==> config.mk <==
export PLATFORM = sky130hd
export DESIGN_NAME = alsic_bank
export DESIGN_NICKNAME = d
export VERILOG_FILES = /design/src/alsic_pkg.sv /design/src/alsic_bank.sv
export SDC_FILE = /design/constraint.sdc
export NUM_CORES = 1
export LEC_CHECK = 0
export ABC_AREA = 1
export BUFFER_PORTS_ARGS = -buffer_cell sky130_fd_sc_hd__buf_4
export CORE_ASPECT_RATIO = 1.4
export CORE_MARGIN = 1
export CORE_UTILIZATION = 55
export DETAILED_ROUTE_END_ITERATION = 10
export HOLD_SLACK_MARGIN = 0.03
export MAX_ROUTING_LAYER = met4
export PLACE_DENSITY = 0.88
export SYNTH_ARGS = -nofsm -noshare
export SYNTH_HDL_FRONTEND = slang
export SYNTH_SLANG_ARGS = --single-unit
==> constraint.sdc <==
create_clock -name ref_clk -period 2.1 [get_ports ref_clk]
set_clock_uncertainty 0.15 [all_clocks]
set_input_delay 0.315 -clock ref_clk [delete_from_list [all_inputs] [get_ports ref_clk]]
set_output_delay 0.315 -clock ref_clk [all_outputs]
set_load 0.02 [all_outputs]
==> src/alsic_pkg.sv <==
// alsic_pkg: constants, types and register map of the state and config bank
`default_nettype none

package alsic_pkg;

	// register byte addresses, lowest byte holds the least significant byte
	localparam logic [11:0] ADDR_STATUS_LO = 12'h0130;
	localparam logic [11:0] ADDR_STATUS_HI = 12'h0131;
	localparam logic [11:0] ADDR_CODE_LO = 12'h0134;
	localparam logic [11:0] ADDR_CODE_HI = 12'h0135;
	localparam logic [11:0] ADDR_LED_OVR = 12'h0138;
	localparam logic [11:0] ADDR_IF_SEL = 12'h0140;
	localparam logic [11:0] ADDR_CFG = 12'h0141;

	// state codes shared by status and control fields
	localparam logic [3:0] ST_INIT = 4'h1;
	localparam logic [3:0] ST_PRE_OPERATIONAL_STATE = 4'h2;
	localparam logic [3:0] ST_BOOT = 4'h3;
	localparam logic [3:0] ST_SAFE_OPERATIONAL_STATE = 4'h4;
	localparam logic [3:0] ST_OP = 4'h8;

	// field positions
	localparam int STATUS_ERR_BIT = 4;
	localparam int OVR_EN_BIT = 4;
	localparam int CFG_EMU_BIT = 0;
	localparam int CFG_ALL_LINK_BIT = 1;
	localparam int CFG_LINK_P0_BIT = 4;
	localparam int LINK_PORTS = 3;

	// config bits taken on first load only, and on every good load
	localparam logic [7:0] CFG_FIRST_MASK = 8'h72;
	localparam logic [7:0] CFG_RELOAD_MASK = 8'h0D;

	// reset values
	localparam logic [15:0] RST_STATUS = 16'h0001;
	localparam logic [15:0] RST_CODE = 16'h0000;
	localparam logic [7:0] RST_LED_OVR = 8'h00;
	localparam logic [7:0] RST_IF_SEL = 8'h00;
	localparam logic [7:0] RST_CFG = 8'h00;

	// interface select codes
	localparam logic [7:0] IF_DIGITAL_IO = 8'h04;
	localparam logic [7:0] IF_SERIAL = 8'h80;
	localparam logic [7:0] IF_PHB_MUX1_8 = 8'h88;
	localparam logic [7:0] IF_PHB_MUX1_16 = 8'h89;
	localparam logic [7:0] IF_PHB_MUX2_8 = 8'h8A;
	localparam logic [7:0] IF_PHB_MUX2_16 = 8'h8B;
	localparam logic [7:0] IF_PHB_IDX_8 = 8'h8C;
	localparam logic [7:0] IF_PHB_IDX_16 = 8'h8D;

	// run indicator codes
	localparam logic [3:0] LED_OFF = 4'h0;
	localparam logic [3:0] LED_FLASH_MAX = 4'hC;
	localparam logic [3:0] LED_BLINK = 4'hD;
	localparam logic [3:0] LED_FLICKER = 4'hE;
	localparam logic [3:0] LED_ON = 4'hF;

	// indicator timing, times in ms and derived counts
	localparam int CLK_KHZ = 25000;
	localparam int TICK_MS = 50;
	localparam int TICK_CYC = TICK_MS * CLK_KHZ;
	localparam int FLASH_ON_MS = 200;
	localparam int FLASH_GAP_MS = 200;
	localparam int FLASH_PAUSE_MS = 1000;
	localparam int FLASH_ON_TICKS = FLASH_ON_MS / TICK_MS;
	localparam int FLASH_GAP_TICKS = FLASH_GAP_MS / TICK_MS;
	localparam int FLASH_PAUSE_TICKS = FLASH_PAUSE_MS / TICK_MS;

	// one byte access from either party
	typedef struct packed {
		logic rd;
		logic wr;
		logic [11:0] addr;
		logic [7:0] wdata;
	} alsic_req_t;

	// indicator pattern phases
	typedef enum logic [2:0] {
		FL_ON = 3'b001,
		FL_GAP = 3'b010,
		FL_PAUSE = 3'b100
	} alsic_flash_t;

endpackage

`default_nettype wire

==> src/alsic_bank.sv <==
// alsic_bank: application-layer state, run indicator and interface config
`timescale 1ns/10ps
`default_nettype none

module alsic_bank #(
	parameter int TICK_CYC = alsic_pkg::TICK_CYC
) (
	// clock and reset
	input wire logic ref_clk,
	input wire logic rst_b,
	// network side byte access
	input wire alsic_pkg::alsic_req_t net_req,
	output logic [7:0] net_rdata,
	output logic net_rack,
	// local host interface byte access
	input wire alsic_pkg::alsic_req_t host_req,
	output logic [7:0] host_rdata,
	output logic host_rack,
	// state control register write event
	input wire logic ctl_wr,
	input wire logic [3:0] ctl_state,
	input wire logic ctl_ack,
	// configuration loader
	input wire logic ee_load,
	input wire logic ee_ok,
	input wire logic [7:0] ee_if_sel,
	input wire logic [7:0] ee_cfg,
	// status to neighbouring logic
	output logic status_evt_clr,
	output logic run_led,
	output logic [alsic_pkg::LINK_PORTS-1:0] link_en,
	output logic emulation
);

	localparam int TW = $clog2(TICK_CYC);

	logic [3:0] st_q;
	logic err_q;
	logic [3:0] last_ctl_q;
	logic [15:0] code_q;
	logic ovr_en_q;
	logic [3:0] ovr_code_q;
	logic [7:0] if_sel_q;
	logic [7:0] cfg_q;
	logic first_done_q;
	logic [7:0] net_rdata_q;
	logic [7:0] host_rdata_q;
	logic net_rack_q;
	logic host_rack_q;
	logic evt_clr_q;
	logic [TW-1:0] tick_cnt_q;
	logic tick;
	logic [3:0] led_code_q;
	logic [3:0] eff_code;
	logic restart;
	alsic_pkg::alsic_flash_t fl_st_q;
	logic [4:0] ph_q;
	logic [3:0] fl_n_q;
	logic flk_q;
	logic led_q;
	logic [alsic_pkg::LINK_PORTS-1:0] link_q;
	logic emu;
	logic host_st_wr;
	logic st_valid_chg;
	logic [3:0] state_led;

	// state code is one of the five legal values
	function automatic logic st_valid(input logic [3:0] s);
		case (s)
			alsic_pkg::ST_INIT,
			alsic_pkg::ST_PRE_OPERATIONAL_STATE,
			alsic_pkg::ST_BOOT,
			alsic_pkg::ST_SAFE_OPERATIONAL_STATE,
			alsic_pkg::ST_OP: st_valid = 1'b1;
			default: st_valid = 1'b0;
		endcase
	endfunction

	// byte read image; unmapped and reserved bytes return zero
	function automatic logic [7:0] rd_byte(input logic [11:0] a);
		case (a)
			alsic_pkg::ADDR_STATUS_LO: rd_byte = {3'b000, err_q, st_q};
			alsic_pkg::ADDR_CODE_LO: rd_byte = code_q[7:0];
			alsic_pkg::ADDR_CODE_HI: rd_byte = code_q[15:8];
			alsic_pkg::ADDR_LED_OVR: rd_byte = {3'b000, ovr_en_q, eff_code};
			alsic_pkg::ADDR_IF_SEL: rd_byte = if_sel_q;
			alsic_pkg::ADDR_CFG: rd_byte = cfg_q;
			default: rd_byte = 8'h00;
		endcase
	endfunction

	assign emu = cfg_q[alsic_pkg::CFG_EMU_BIT];
	// network writes to status and code land nowhere
	assign host_st_wr = host_req.wr && !emu &&
		(host_req.addr == alsic_pkg::ADDR_STATUS_LO);
	assign st_valid_chg = (host_st_wr && st_valid(host_req.wdata[3:0])) ||
		(emu && ctl_wr && st_valid(ctl_state));

	// indicator code the state would show without override
	always_comb begin
		case (st_q)
			alsic_pkg::ST_SAFE_OPERATIONAL_STATE: state_led = 4'h1;
			alsic_pkg::ST_PRE_OPERATIONAL_STATE: state_led = alsic_pkg::LED_BLINK;
			alsic_pkg::ST_BOOT: state_led = alsic_pkg::LED_FLICKER;
			alsic_pkg::ST_OP: state_led = alsic_pkg::LED_ON;
			default: state_led = alsic_pkg::LED_OFF;
		endcase
	end

	assign eff_code = ovr_en_q ? ovr_code_q : state_led;

	// state field and error flag
	always_ff @(posedge ref_clk or negedge rst_b) begin
		if (!rst_b) begin
			st_q <= alsic_pkg::RST_STATUS[3:0];
			err_q <= alsic_pkg::RST_STATUS[alsic_pkg::STATUS_ERR_BIT];
			last_ctl_q <= alsic_pkg::ST_INIT;
		end else begin
			if (ctl_wr) begin
				last_ctl_q <= ctl_state;
			end
			if (emu) begin
				// mirror keeps following even without a fresh write
				st_q <= ctl_wr ? ctl_state : last_ctl_q;
			end else if (host_st_wr) begin
				st_q <= host_req.wdata[3:0];
			end
			// a host write setting the flag beats a same-cycle acknowledge
			if (host_st_wr) begin
				err_q <= host_req.wdata[alsic_pkg::STATUS_ERR_BIT];
			end else if (ctl_wr && ctl_ack) begin
				err_q <= 1'b0;
			end
		end
	end

	// status code, host side only
	always_ff @(posedge ref_clk or negedge rst_b) begin
		if (!rst_b) begin
			code_q <= alsic_pkg::RST_CODE;
		end else if (host_req.wr) begin
			if (host_req.addr == alsic_pkg::ADDR_CODE_LO) begin
				code_q[7:0] <= host_req.wdata;
			end else if (host_req.addr == alsic_pkg::ADDR_CODE_HI) begin
				code_q[15:8] <= host_req.wdata;
			end
		end
	end

	// override register; an explicit write wins over the automatic clear
	always_ff @(posedge ref_clk or negedge rst_b) begin
		if (!rst_b) begin
			ovr_en_q <= alsic_pkg::RST_LED_OVR[alsic_pkg::OVR_EN_BIT];
			ovr_code_q <= alsic_pkg::RST_LED_OVR[3:0];
		end else if (net_req.wr && net_req.addr == alsic_pkg::ADDR_LED_OVR) begin
			ovr_en_q <= net_req.wdata[alsic_pkg::OVR_EN_BIT];
			ovr_code_q <= net_req.wdata[3:0];
		end else if (host_req.wr &&
			host_req.addr == alsic_pkg::ADDR_LED_OVR) begin
			ovr_en_q <= host_req.wdata[alsic_pkg::OVR_EN_BIT];
			ovr_code_q <= host_req.wdata[3:0];
		end else if (st_valid_chg) begin
			ovr_en_q <= 1'b0;
		end
	end

	// select and configuration from the loader
	always_ff @(posedge ref_clk or negedge rst_b) begin
		if (!rst_b) begin
			if_sel_q <= alsic_pkg::RST_IF_SEL;
			cfg_q <= alsic_pkg::RST_CFG;
			first_done_q <= 1'b0;
		end else if (ee_load) begin
			first_done_q <= 1'b1;
			if (ee_ok) begin
				if_sel_q <= ee_if_sel;
			end
			// a failed first load still uses up the one chance
			if (ee_ok && !first_done_q) begin
				cfg_q <= (ee_cfg & (alsic_pkg::CFG_FIRST_MASK |
					alsic_pkg::CFG_RELOAD_MASK));
			end else if (ee_ok) begin
				cfg_q <= (cfg_q & ~alsic_pkg::CFG_RELOAD_MASK) |
					(ee_cfg & alsic_pkg::CFG_RELOAD_MASK);
			end
		end
	end

	// enhanced link enables per port
	genvar gi;
	generate
		for (gi = 0; gi < alsic_pkg::LINK_PORTS; gi++) begin : g_link
			always_ff @(posedge ref_clk or negedge rst_b) begin
				if (!rst_b) begin
					link_q[gi] <= 1'b0;
				end else begin
					link_q[gi] <= cfg_q[alsic_pkg::CFG_LINK_P0_BIT + gi] |
						cfg_q[alsic_pkg::CFG_ALL_LINK_BIT];
				end
			end
		end
	endgenerate

	// read answers and the status event clear
	always_ff @(posedge ref_clk or negedge rst_b) begin
		if (!rst_b) begin
			net_rdata_q <= 8'h00;
			host_rdata_q <= 8'h00;
			net_rack_q <= 1'b0;
			host_rack_q <= 1'b0;
			evt_clr_q <= 1'b0;
		end else begin
			net_rack_q <= net_req.rd;
			host_rack_q <= host_req.rd;
			if (net_req.rd) begin
				net_rdata_q <= rd_byte(net_req.addr);
			end
			if (host_req.rd) begin
				host_rdata_q <= rd_byte(host_req.addr);
			end
			// either byte of the status register counts as a read
			evt_clr_q <= net_req.rd &&
				(net_req.addr == alsic_pkg::ADDR_STATUS_LO ||
				net_req.addr == alsic_pkg::ADDR_STATUS_HI);
		end
	end

	// time base for indicator patterns
	assign tick = (tick_cnt_q == TW'(TICK_CYC - 1));

	always_ff @(posedge ref_clk or negedge rst_b) begin
		if (!rst_b) begin
			tick_cnt_q <= '0;
		end else if (tick) begin
			tick_cnt_q <= '0;
		end else begin
			tick_cnt_q <= tick_cnt_q + TW'(1);
		end
	end

	assign restart = (eff_code != led_code_q);

	// flash, blink and flicker sequencer; a new code restarts the pattern
	always_ff @(posedge ref_clk or negedge rst_b) begin
		if (!rst_b) begin
			led_code_q <= alsic_pkg::LED_OFF;
			fl_st_q <= alsic_pkg::FL_ON;
			ph_q <= 5'h0;
			fl_n_q <= 4'h0;
			flk_q <= 1'b1;
		end else begin
			led_code_q <= eff_code;
			if (restart) begin
				fl_st_q <= alsic_pkg::FL_ON;
				ph_q <= 5'h0;
				fl_n_q <= 4'h0;
				flk_q <= 1'b1;
			end else if (tick) begin
				flk_q <= !flk_q;
				case (fl_st_q)
					alsic_pkg::FL_ON: begin
						if (ph_q == 5'(alsic_pkg::FLASH_ON_TICKS - 1)) begin
							ph_q <= 5'h0;
							fl_n_q <= fl_n_q + 4'h1;
							if (led_code_q <= alsic_pkg::LED_FLASH_MAX &&
								fl_n_q + 4'h1 == led_code_q) begin
								fl_st_q <= alsic_pkg::FL_PAUSE;
							end else begin
								fl_st_q <= alsic_pkg::FL_GAP;
							end
						end else begin
							ph_q <= ph_q + 5'h1;
						end
					end
					alsic_pkg::FL_GAP: begin
						if (ph_q == 5'(alsic_pkg::FLASH_GAP_TICKS - 1)) begin
							ph_q <= 5'h0;
							fl_st_q <= alsic_pkg::FL_ON;
						end else begin
							ph_q <= ph_q + 5'h1;
						end
					end
					alsic_pkg::FL_PAUSE: begin
						if (ph_q == 5'(alsic_pkg::FLASH_PAUSE_TICKS - 1)) begin
							ph_q <= 5'h0;
							fl_n_q <= 4'h0;
							fl_st_q <= alsic_pkg::FL_ON;
						end else begin
							ph_q <= ph_q + 5'h1;
						end
					end
					default: begin
						fl_st_q <= alsic_pkg::FL_ON;
						ph_q <= 5'h0;
					end
				endcase
			end
		end
	end

	// indicator level from the active code
	always_ff @(posedge ref_clk or negedge rst_b) begin
		if (!rst_b) begin
			led_q <= 1'b0;
		end else begin
			case (led_code_q)
				alsic_pkg::LED_OFF: led_q <= 1'b0;
				alsic_pkg::LED_ON: led_q <= 1'b1;
				alsic_pkg::LED_FLICKER: led_q <= flk_q;
				default: led_q <= (fl_st_q == alsic_pkg::FL_ON) && !restart;
			endcase
		end
	end

	assign net_rdata = net_rdata_q;
	assign host_rdata = host_rdata_q;
	assign net_rack = net_rack_q;
	assign host_rack = host_rack_q;
	assign status_evt_clr = evt_clr_q;
	assign run_led = led_q;
	assign link_en = link_q;
	assign emulation = cfg_q[alsic_pkg::CFG_EMU_BIT];

endmodule

`default_nettype wire

; ---- Yosys cells after proc, flatten, opt, wreduce, memory -nomap -nowiden
; Cells that the tools add are included.
[word_totals]
input_bits = 70
regBits = 108
out_inout_bits = 24
[classes]
eq_ne = 40
addsub = 3
mux = 39
n_reduce_logical = 35
n_lt_le_gt_ge = 1
n_bitwise = 5
[op_table]
columns = operator, n
row1 = equality test 12 x 9 -> 1 bit (second input constant), 13
row2 = case mux 8 bit (6 select lines), 2
row3 = 2-to-1 mux 4 bit, 10
row4 = equality test 4 x 2 -> 1 bit (second input constant), 6
row5 = adder 21 x 1 -> 21 bit (second input constant), 1
row6 = equality test 21 bit (second input constant), 1
row7 = 2-to-1 mux 21 bit, 1
row8 = equality test 4 bit (second input constant), 5
row9 = 2-to-1 mux 5 bit, 4
row10 = 2-to-1 mux 3 bit, 6
row11 = 2-to-1 mux 8 bit, 2
row12 = case mux 4 bit (4 select lines), 1
row13 = equality test 4 x 3 -> 1 bit (second input constant), 3
row14 = logical AND 1 bit, 12
row15 = case mux 5 bit (2 select lines), 1
row16 = nonzero test 2 bit, 5
row17 = OR reduction 5 bit, 2
row18 = 2-to-1 mux 1 bit, 9
row19 = inequality test 3 bit (second input constant), 3
row20 = case mux 3 bit (3 select lines), 1
row21 = equality test 4 x 1 -> 1 bit (second input constant), 2
row22 = OR 8 x 4 -> 8 bit, 1
row23 = case mux 4 bit (2 select lines), 1
row24 = AND reduction 4 bit, 2
row25 = other kinds (20), 29

; ---- Longest topological paths before layout
[depth]
word_depth = 8
depth_mapped = 12

; ---- Least setup slack after synthesis
; OpenSTA, ideal clock, no wires.
[synth_path]
kind = register to register
from = register tick_cnt_q[0]
to = register fl_n_q[0]
arrival_ns = 1.450
path_buffers = 0
setup_time_ns = 0.117
slack_ns = 0.382
period_less_slack_ns = 1.718
path_stages_with_launch = 9
path_cell_list = dfrtp_1 > ha_1 > nand3_2 > nor2_4 > nand3_4 > nor2_4 > o21ai_4 > o21ai_1 > nor2_1
[synth_via]
elab_chain_len = 3
[synth_rtl]
columns = element, line_no
row1 = from (decl), alsic_bank.sv:51  ; logic [TW-1:0] tick_cnt_q;
row2 = from (signal assigned), alsic_bank.sv:237  ; tick_cnt_q <= tick_cnt_q + TW'(1);
row3 = equality test 21 bit, alsic_bank.sv:229  ; assign tick = (tick_cnt_q == TW'(TICK_CYC - 1));
row4 = nonzero test 2 bit (no source line), --
row5 = AND reduction 4 bit (no source line), --
row6 = to (signal assigned), alsic_bank.sv:264  ; fl_n_q <= fl_n_q + 4'h1;
row7 = to (decl), alsic_bank.sv:58  ; logic [3:0] fl_n_q;
; No other way between the ends.
; A chain may end at the register's enable or synchronous reset.

; ---- Worst setup path in the final report
[layout_path]
from = input net_req[9] in the netlist's numbering
to = register net_rdata_q[5], in the netlist net_rdata[5]
[layout_via]
elab_chain_len = 2
[layout_rtl]
columns = element, line_no
row1 = from (decl), alsic_bank.sv:12  ; input wire alsic_pkg::alsic_req_t net_req,
row2 = equality test 12 x 9 -> 1 bit, alsic_bank.sv:81  ; case (a)
row3 = case mux 8 bit (6 select lines) (*), alsic_bank.sv:81
row4 = to (signal assigned), alsic_bank.sv:216  ; net_rdata_q <= rd_byte(net_req.addr);
row5 = to (decl), alsic_bank.sv:46  ; logic [7:0] net_rdata_q;
; Mark *: on every way between the ends. The rest lies on a longest branch, timed or not.

==> key figures <==
Status
  • Run status: completed

Routing
  • Antenna Nets Post-Route: 0
  • Routed length on met1: 6.478 mm
  • Wire length after detailed routing: 16.88 mm
  • Average wire per standard cell: 15.46 um
  • Via count normalized by instance count: 5.451
  • Met2 wire length: 8.614 mm
  • Vias after detailed routing: 5953
  • Max Used Layer: met4
  • Met3 routed WL: 808 um
  • Detailed-routing iteration count for the pre-antenna-repair pass: 5
  • Number of violations reported at the end of detailed-routing iteration 0: 413
  • Post-detailed-route DRC marker count: 0

Pwr
  • Power per cell area: 677.7 mW/mm^2
  • Part of the power in combinational logic: 0.213
  • P_int: 3.413 mW
  • Worst vdd ir: 0.3920 mV
  • Share of power burned in the clock network: 0.332
  • Part of the power in registers: 0.455
  • Net switching component of the power: 1.683 mW
  • Static Leak: 3.783 nW
  • Net switching fraction of the power: 0.3303

Yosys
  • Most instantiated library cell after synthesis: sky130_fd_sc_hd__nand2_1
  • Leading post-synthesis cells by cell area: sky130_fd_sc_hd__dfrtp_1, sky130_fd_sc_hd__nand2_1, sky130_fd_sc_hd__nor2_1, sky130_fd_sc_hd__nand3_1, sky130_fd_sc_hd__inv_1
  • Post-synth ARST share: 1.000
  • Number of register bits inferred by synthesis: 107
  • Count of cell types in the netlist: 45
  • Net count of the mapped netlist: 899
  • Cell area after technology mapping: 0.006165 mm^2
  • Prevailing post-synth register cell: sky130_fd_sc_hd__dfrtp_1
  • Dominant cell type by area after synthesis: sky130_fd_sc_hd__dfrtp_1
  • Synthesis Warnings: 0
  • EDFF count, synth: 0
  • Post-Syn Area per Cell: 7.463 um^2
  • Gate count of the mapped netlist: 826
  • Most frequent cells after synthesis: sky130_fd_sc_hd__nand2_1, sky130_fd_sc_hd__nor2_1, sky130_fd_sc_hd__dfrtp_1
  • Portion of the post-synthesis area used by sequential elements: 0.4352
  • Area fraction of the dominant cell type after synthesis: 0.4181

Final layout
  • Area occupied by registers: 0.002683 mm^2
  • Share of cells above drive strength 1: 0.2019
  • Final layout net count: 1019
  • Filler cells: 913
  • Post-Route Utilization: 0.6920
  • Area added between synthesis and finish: 21.98%
  • Inserted Diodes: 0
  • Total area of multi-input combinational cells: 0.003040 mm^2

Floorplanning
  • Count of pins on the block boundary: 94
  • Height of the die: 127.3 um
  • Standard cell core area: 0.01087 mm^2
  • Die span in x: 91.48 um
  • Initial core utilization: 0.5673
  • Overall die area: 0.01164 mm^2
  • Floorplan row count: 45

Placed design
  • Count of input and output buffers: 89
  • HPWL reported at the end of detailed placement: 12.61 mm
  • Global placement routability congestion: 0.9931

Critical path
  • Startpoint types: input pin
  • Crit end category: register
  • Source of the critical timing path: net_req[9]
  • Worst endpoint data arrival time: 2.17 ns
  • Worst setup path class: input pin to register
  • Required time of the critical path: 2.25 ns
  • Worst R2R Setup Slack: 0.14 ns
  • Largest fanout of any net on the critical path: 4
  • Reg2Reg Launch Point: st_q[0]

Clock network
  • Maximum level of the CTS H-tree: 3
  • Number of buffers on the longest clock path: 2
  • Buffers inserted during post-CTS setup optimization: 0
  • Buffer cell driving the clock tree root: sky130_fd_sc_hd__clkbuf_16
  • Clock input transition at the sequential cells of the worst setup and hold paths: 0.08 ns
  • Insertion delay of the later-clocked pin in the worst-skew pair: 0.36 ns
  • TritonCTS clock tree: done
  • Sinks on the clock net: 107
  • Number of CTS-inserted buffers: 9

Global route
  • Total track usage: 0.3192
  • Number of global-route vias before repair: 5969
  • Residual overflow from global routing: 0
  • First-pass GRT wire length: 28.17 mm
  • Initial antenna violation count: 0
  • Largest net degree at the start of global routing: 50

STA
  • Max-slew violation total from the final report: 0
  • Final TNS setup: 0 ns
  • Setup Viol. Count Final: 0
  • Transition at the pin with the smallest max-transition slack: 0.5134 ns
  • Highest Clock Rate: 496.8 MHz
  • RSZ-0062 raised after global routing: false
  • Share of the cycle needed by the critical path after routing: 0.9585
  • Final critical path time including I/O delays and setup: 2.013 ns
  • Total count of hold-check failures in the final report: 0
  • Relative max-transition margin: 0.6551

Worst hold path
  • Worst min path class: input pin to register
  • Startpoint of the lowest-slack hold path: ee_cfg[4]

Run
  • Max-capacitance violation count: 0
==> critical path, cell delays in order <==
cell and delay (ns):
sky130_fd_sc_hd__dlygate4sd3_1 0.56, sky130_fd_sc_hd__buf_4 0.16, sky130_fd_sc_hd__nor2_2 0.17, sky130_fd_sc_hd__nand2_1 0.12, sky130_fd_sc_hd__nor3_1 0.47, sky130_fd_sc_hd__nand2_1 0.11
sky130_fd_sc_hd__nand4_1 0.14, sky130_fd_sc_hd__nand2_1 0.07, sky130_fd_sc_hd__nand2_1 0.05
==> timing repair <==
item | in CTS | in global routing
endpoints found under the setup margin | 0 | 10
hold buffers | 14 | 1
gates resized for setup | 0 | 2
hold endpoints to repair | 45 | 1
==> area by class of cell <==
cell class,instances,area share
tap,141,0.02346
inverter,107,0.05374
clock inverter,7,0.009318
multi-input combinational,605,0.4043
sequential,107,0.3567
timing repair buffer,116,0.1225
clock buffer,9,0.02995
==> sequential cells by signal, summed over array words and instances (netlist names), 4 cells and up <==
name        count
tick_cnt_q     21
code_q         16
host_rdata      8
if_sel_q        8
net_rdata       8
cfg_q           7
ph_q            5
fl_n_q          4
last_ctl_q      4
led_code_q      4
ovr_code_q      4
st_q            4
==> routing by layer <==
| metal | track usage | vias to the layer above |
|---|---|---|
| met5 | - | - |
| met4 | 0.1961 | 0 |
| met3 | 0.05000 | 76 |
| met2 | 0.5391 | 210 |
| met1 | 0.3533 | 2768 |
| li1 | - | 2899 |
==> stage by stage <==
step | total power, mW | cell area [um^2] | setup WS [ns] | hold WS [ns] | std cells
after detailed placement | 3.391 | 7072 | 0.1643 | 0.1632 | 1061
final | 5.096 | 7520 | 0.08712 | 0.03257 | 1092
after CTS | 5.080 | 7507 | 0.08682 | 0.03065 | 1091
after global placement | 3.352 | 7072 | 0.2086 | 0.1563 | 1061
after floorplan | 2.992 | 6165 | 0.3822 | -0.1306 | 826
after global routing | 5.310 | 7520 | 0.001112 | 0.04220 | 1092
==> final timing paths <==
check,endpoint,cells past startpoint
worst max-delay path,net_rdata[5],9
worst min-delay path,cfg_q[4],2
worst max register to register,fl_st_q[0],11
worst min register to register,host_rdata[5],2
max in group asynchronous,net_rdata[3],3
min in group asynchronous,last_ctl_q[3],2
==> kinds of logic (layout without fill, tap and decap cells) <==
group,count (synthesis),in the layout,synth area share
XOR/XNOR,20,20,0.02842
multiplexers,7,7,0.01258
flip-flops,107,107,0.4352
AO/OA/AOI/OAI,76,76,0.07388
AND/OR/NAND/NOR,499,499,0.3718
adder cells (fa/ha/maj),3,3,0.006090
buffers and inverters,114,239,0.07205
==> power by group through the flow <==
stage | Sequential [mW] | Clock (mW) | Combinational [mW]
2_1_floorplan | 2.34 | 0 | 0.656
3_3_place_gp | 2.35 | 0 | 1.00
3_5_place_dp | 2.35 | 0 | 1.04
4_1_cts | 2.31 | 1.69 | 1.08
5_1_grt | 2.33 | 1.78 | 1.20
6_report | 2.32 | 1.69 | 1.09
==> layout by cell type, fill, tap and decap left out, types with 11 or more instances in the layout <==
cell type and n:
sky130_fd_sc_hd__buf_4 100, sky130_fd_sc_hd__nand2_2 11, sky130_fd_sc_hd__nand4_1 23, sky130_fd_sc_hd__nand2_1 239, sky130_fd_sc_hd__dfrtp_1 103, sky130_fd_sc_hd__nand3_1 74
sky130_fd_sc_hd__inv_1 96, sky130_fd_sc_hd__dlygate4sd3_1 15, sky130_fd_sc_hd__nor2_1 105, sky130_fd_sc_hd__o21ai_0 31, sky130_fd_sc_hd__a21oi_1 13, sky130_fd_sc_hd__xor2_1 13
(Power assumes the default switching activity.)
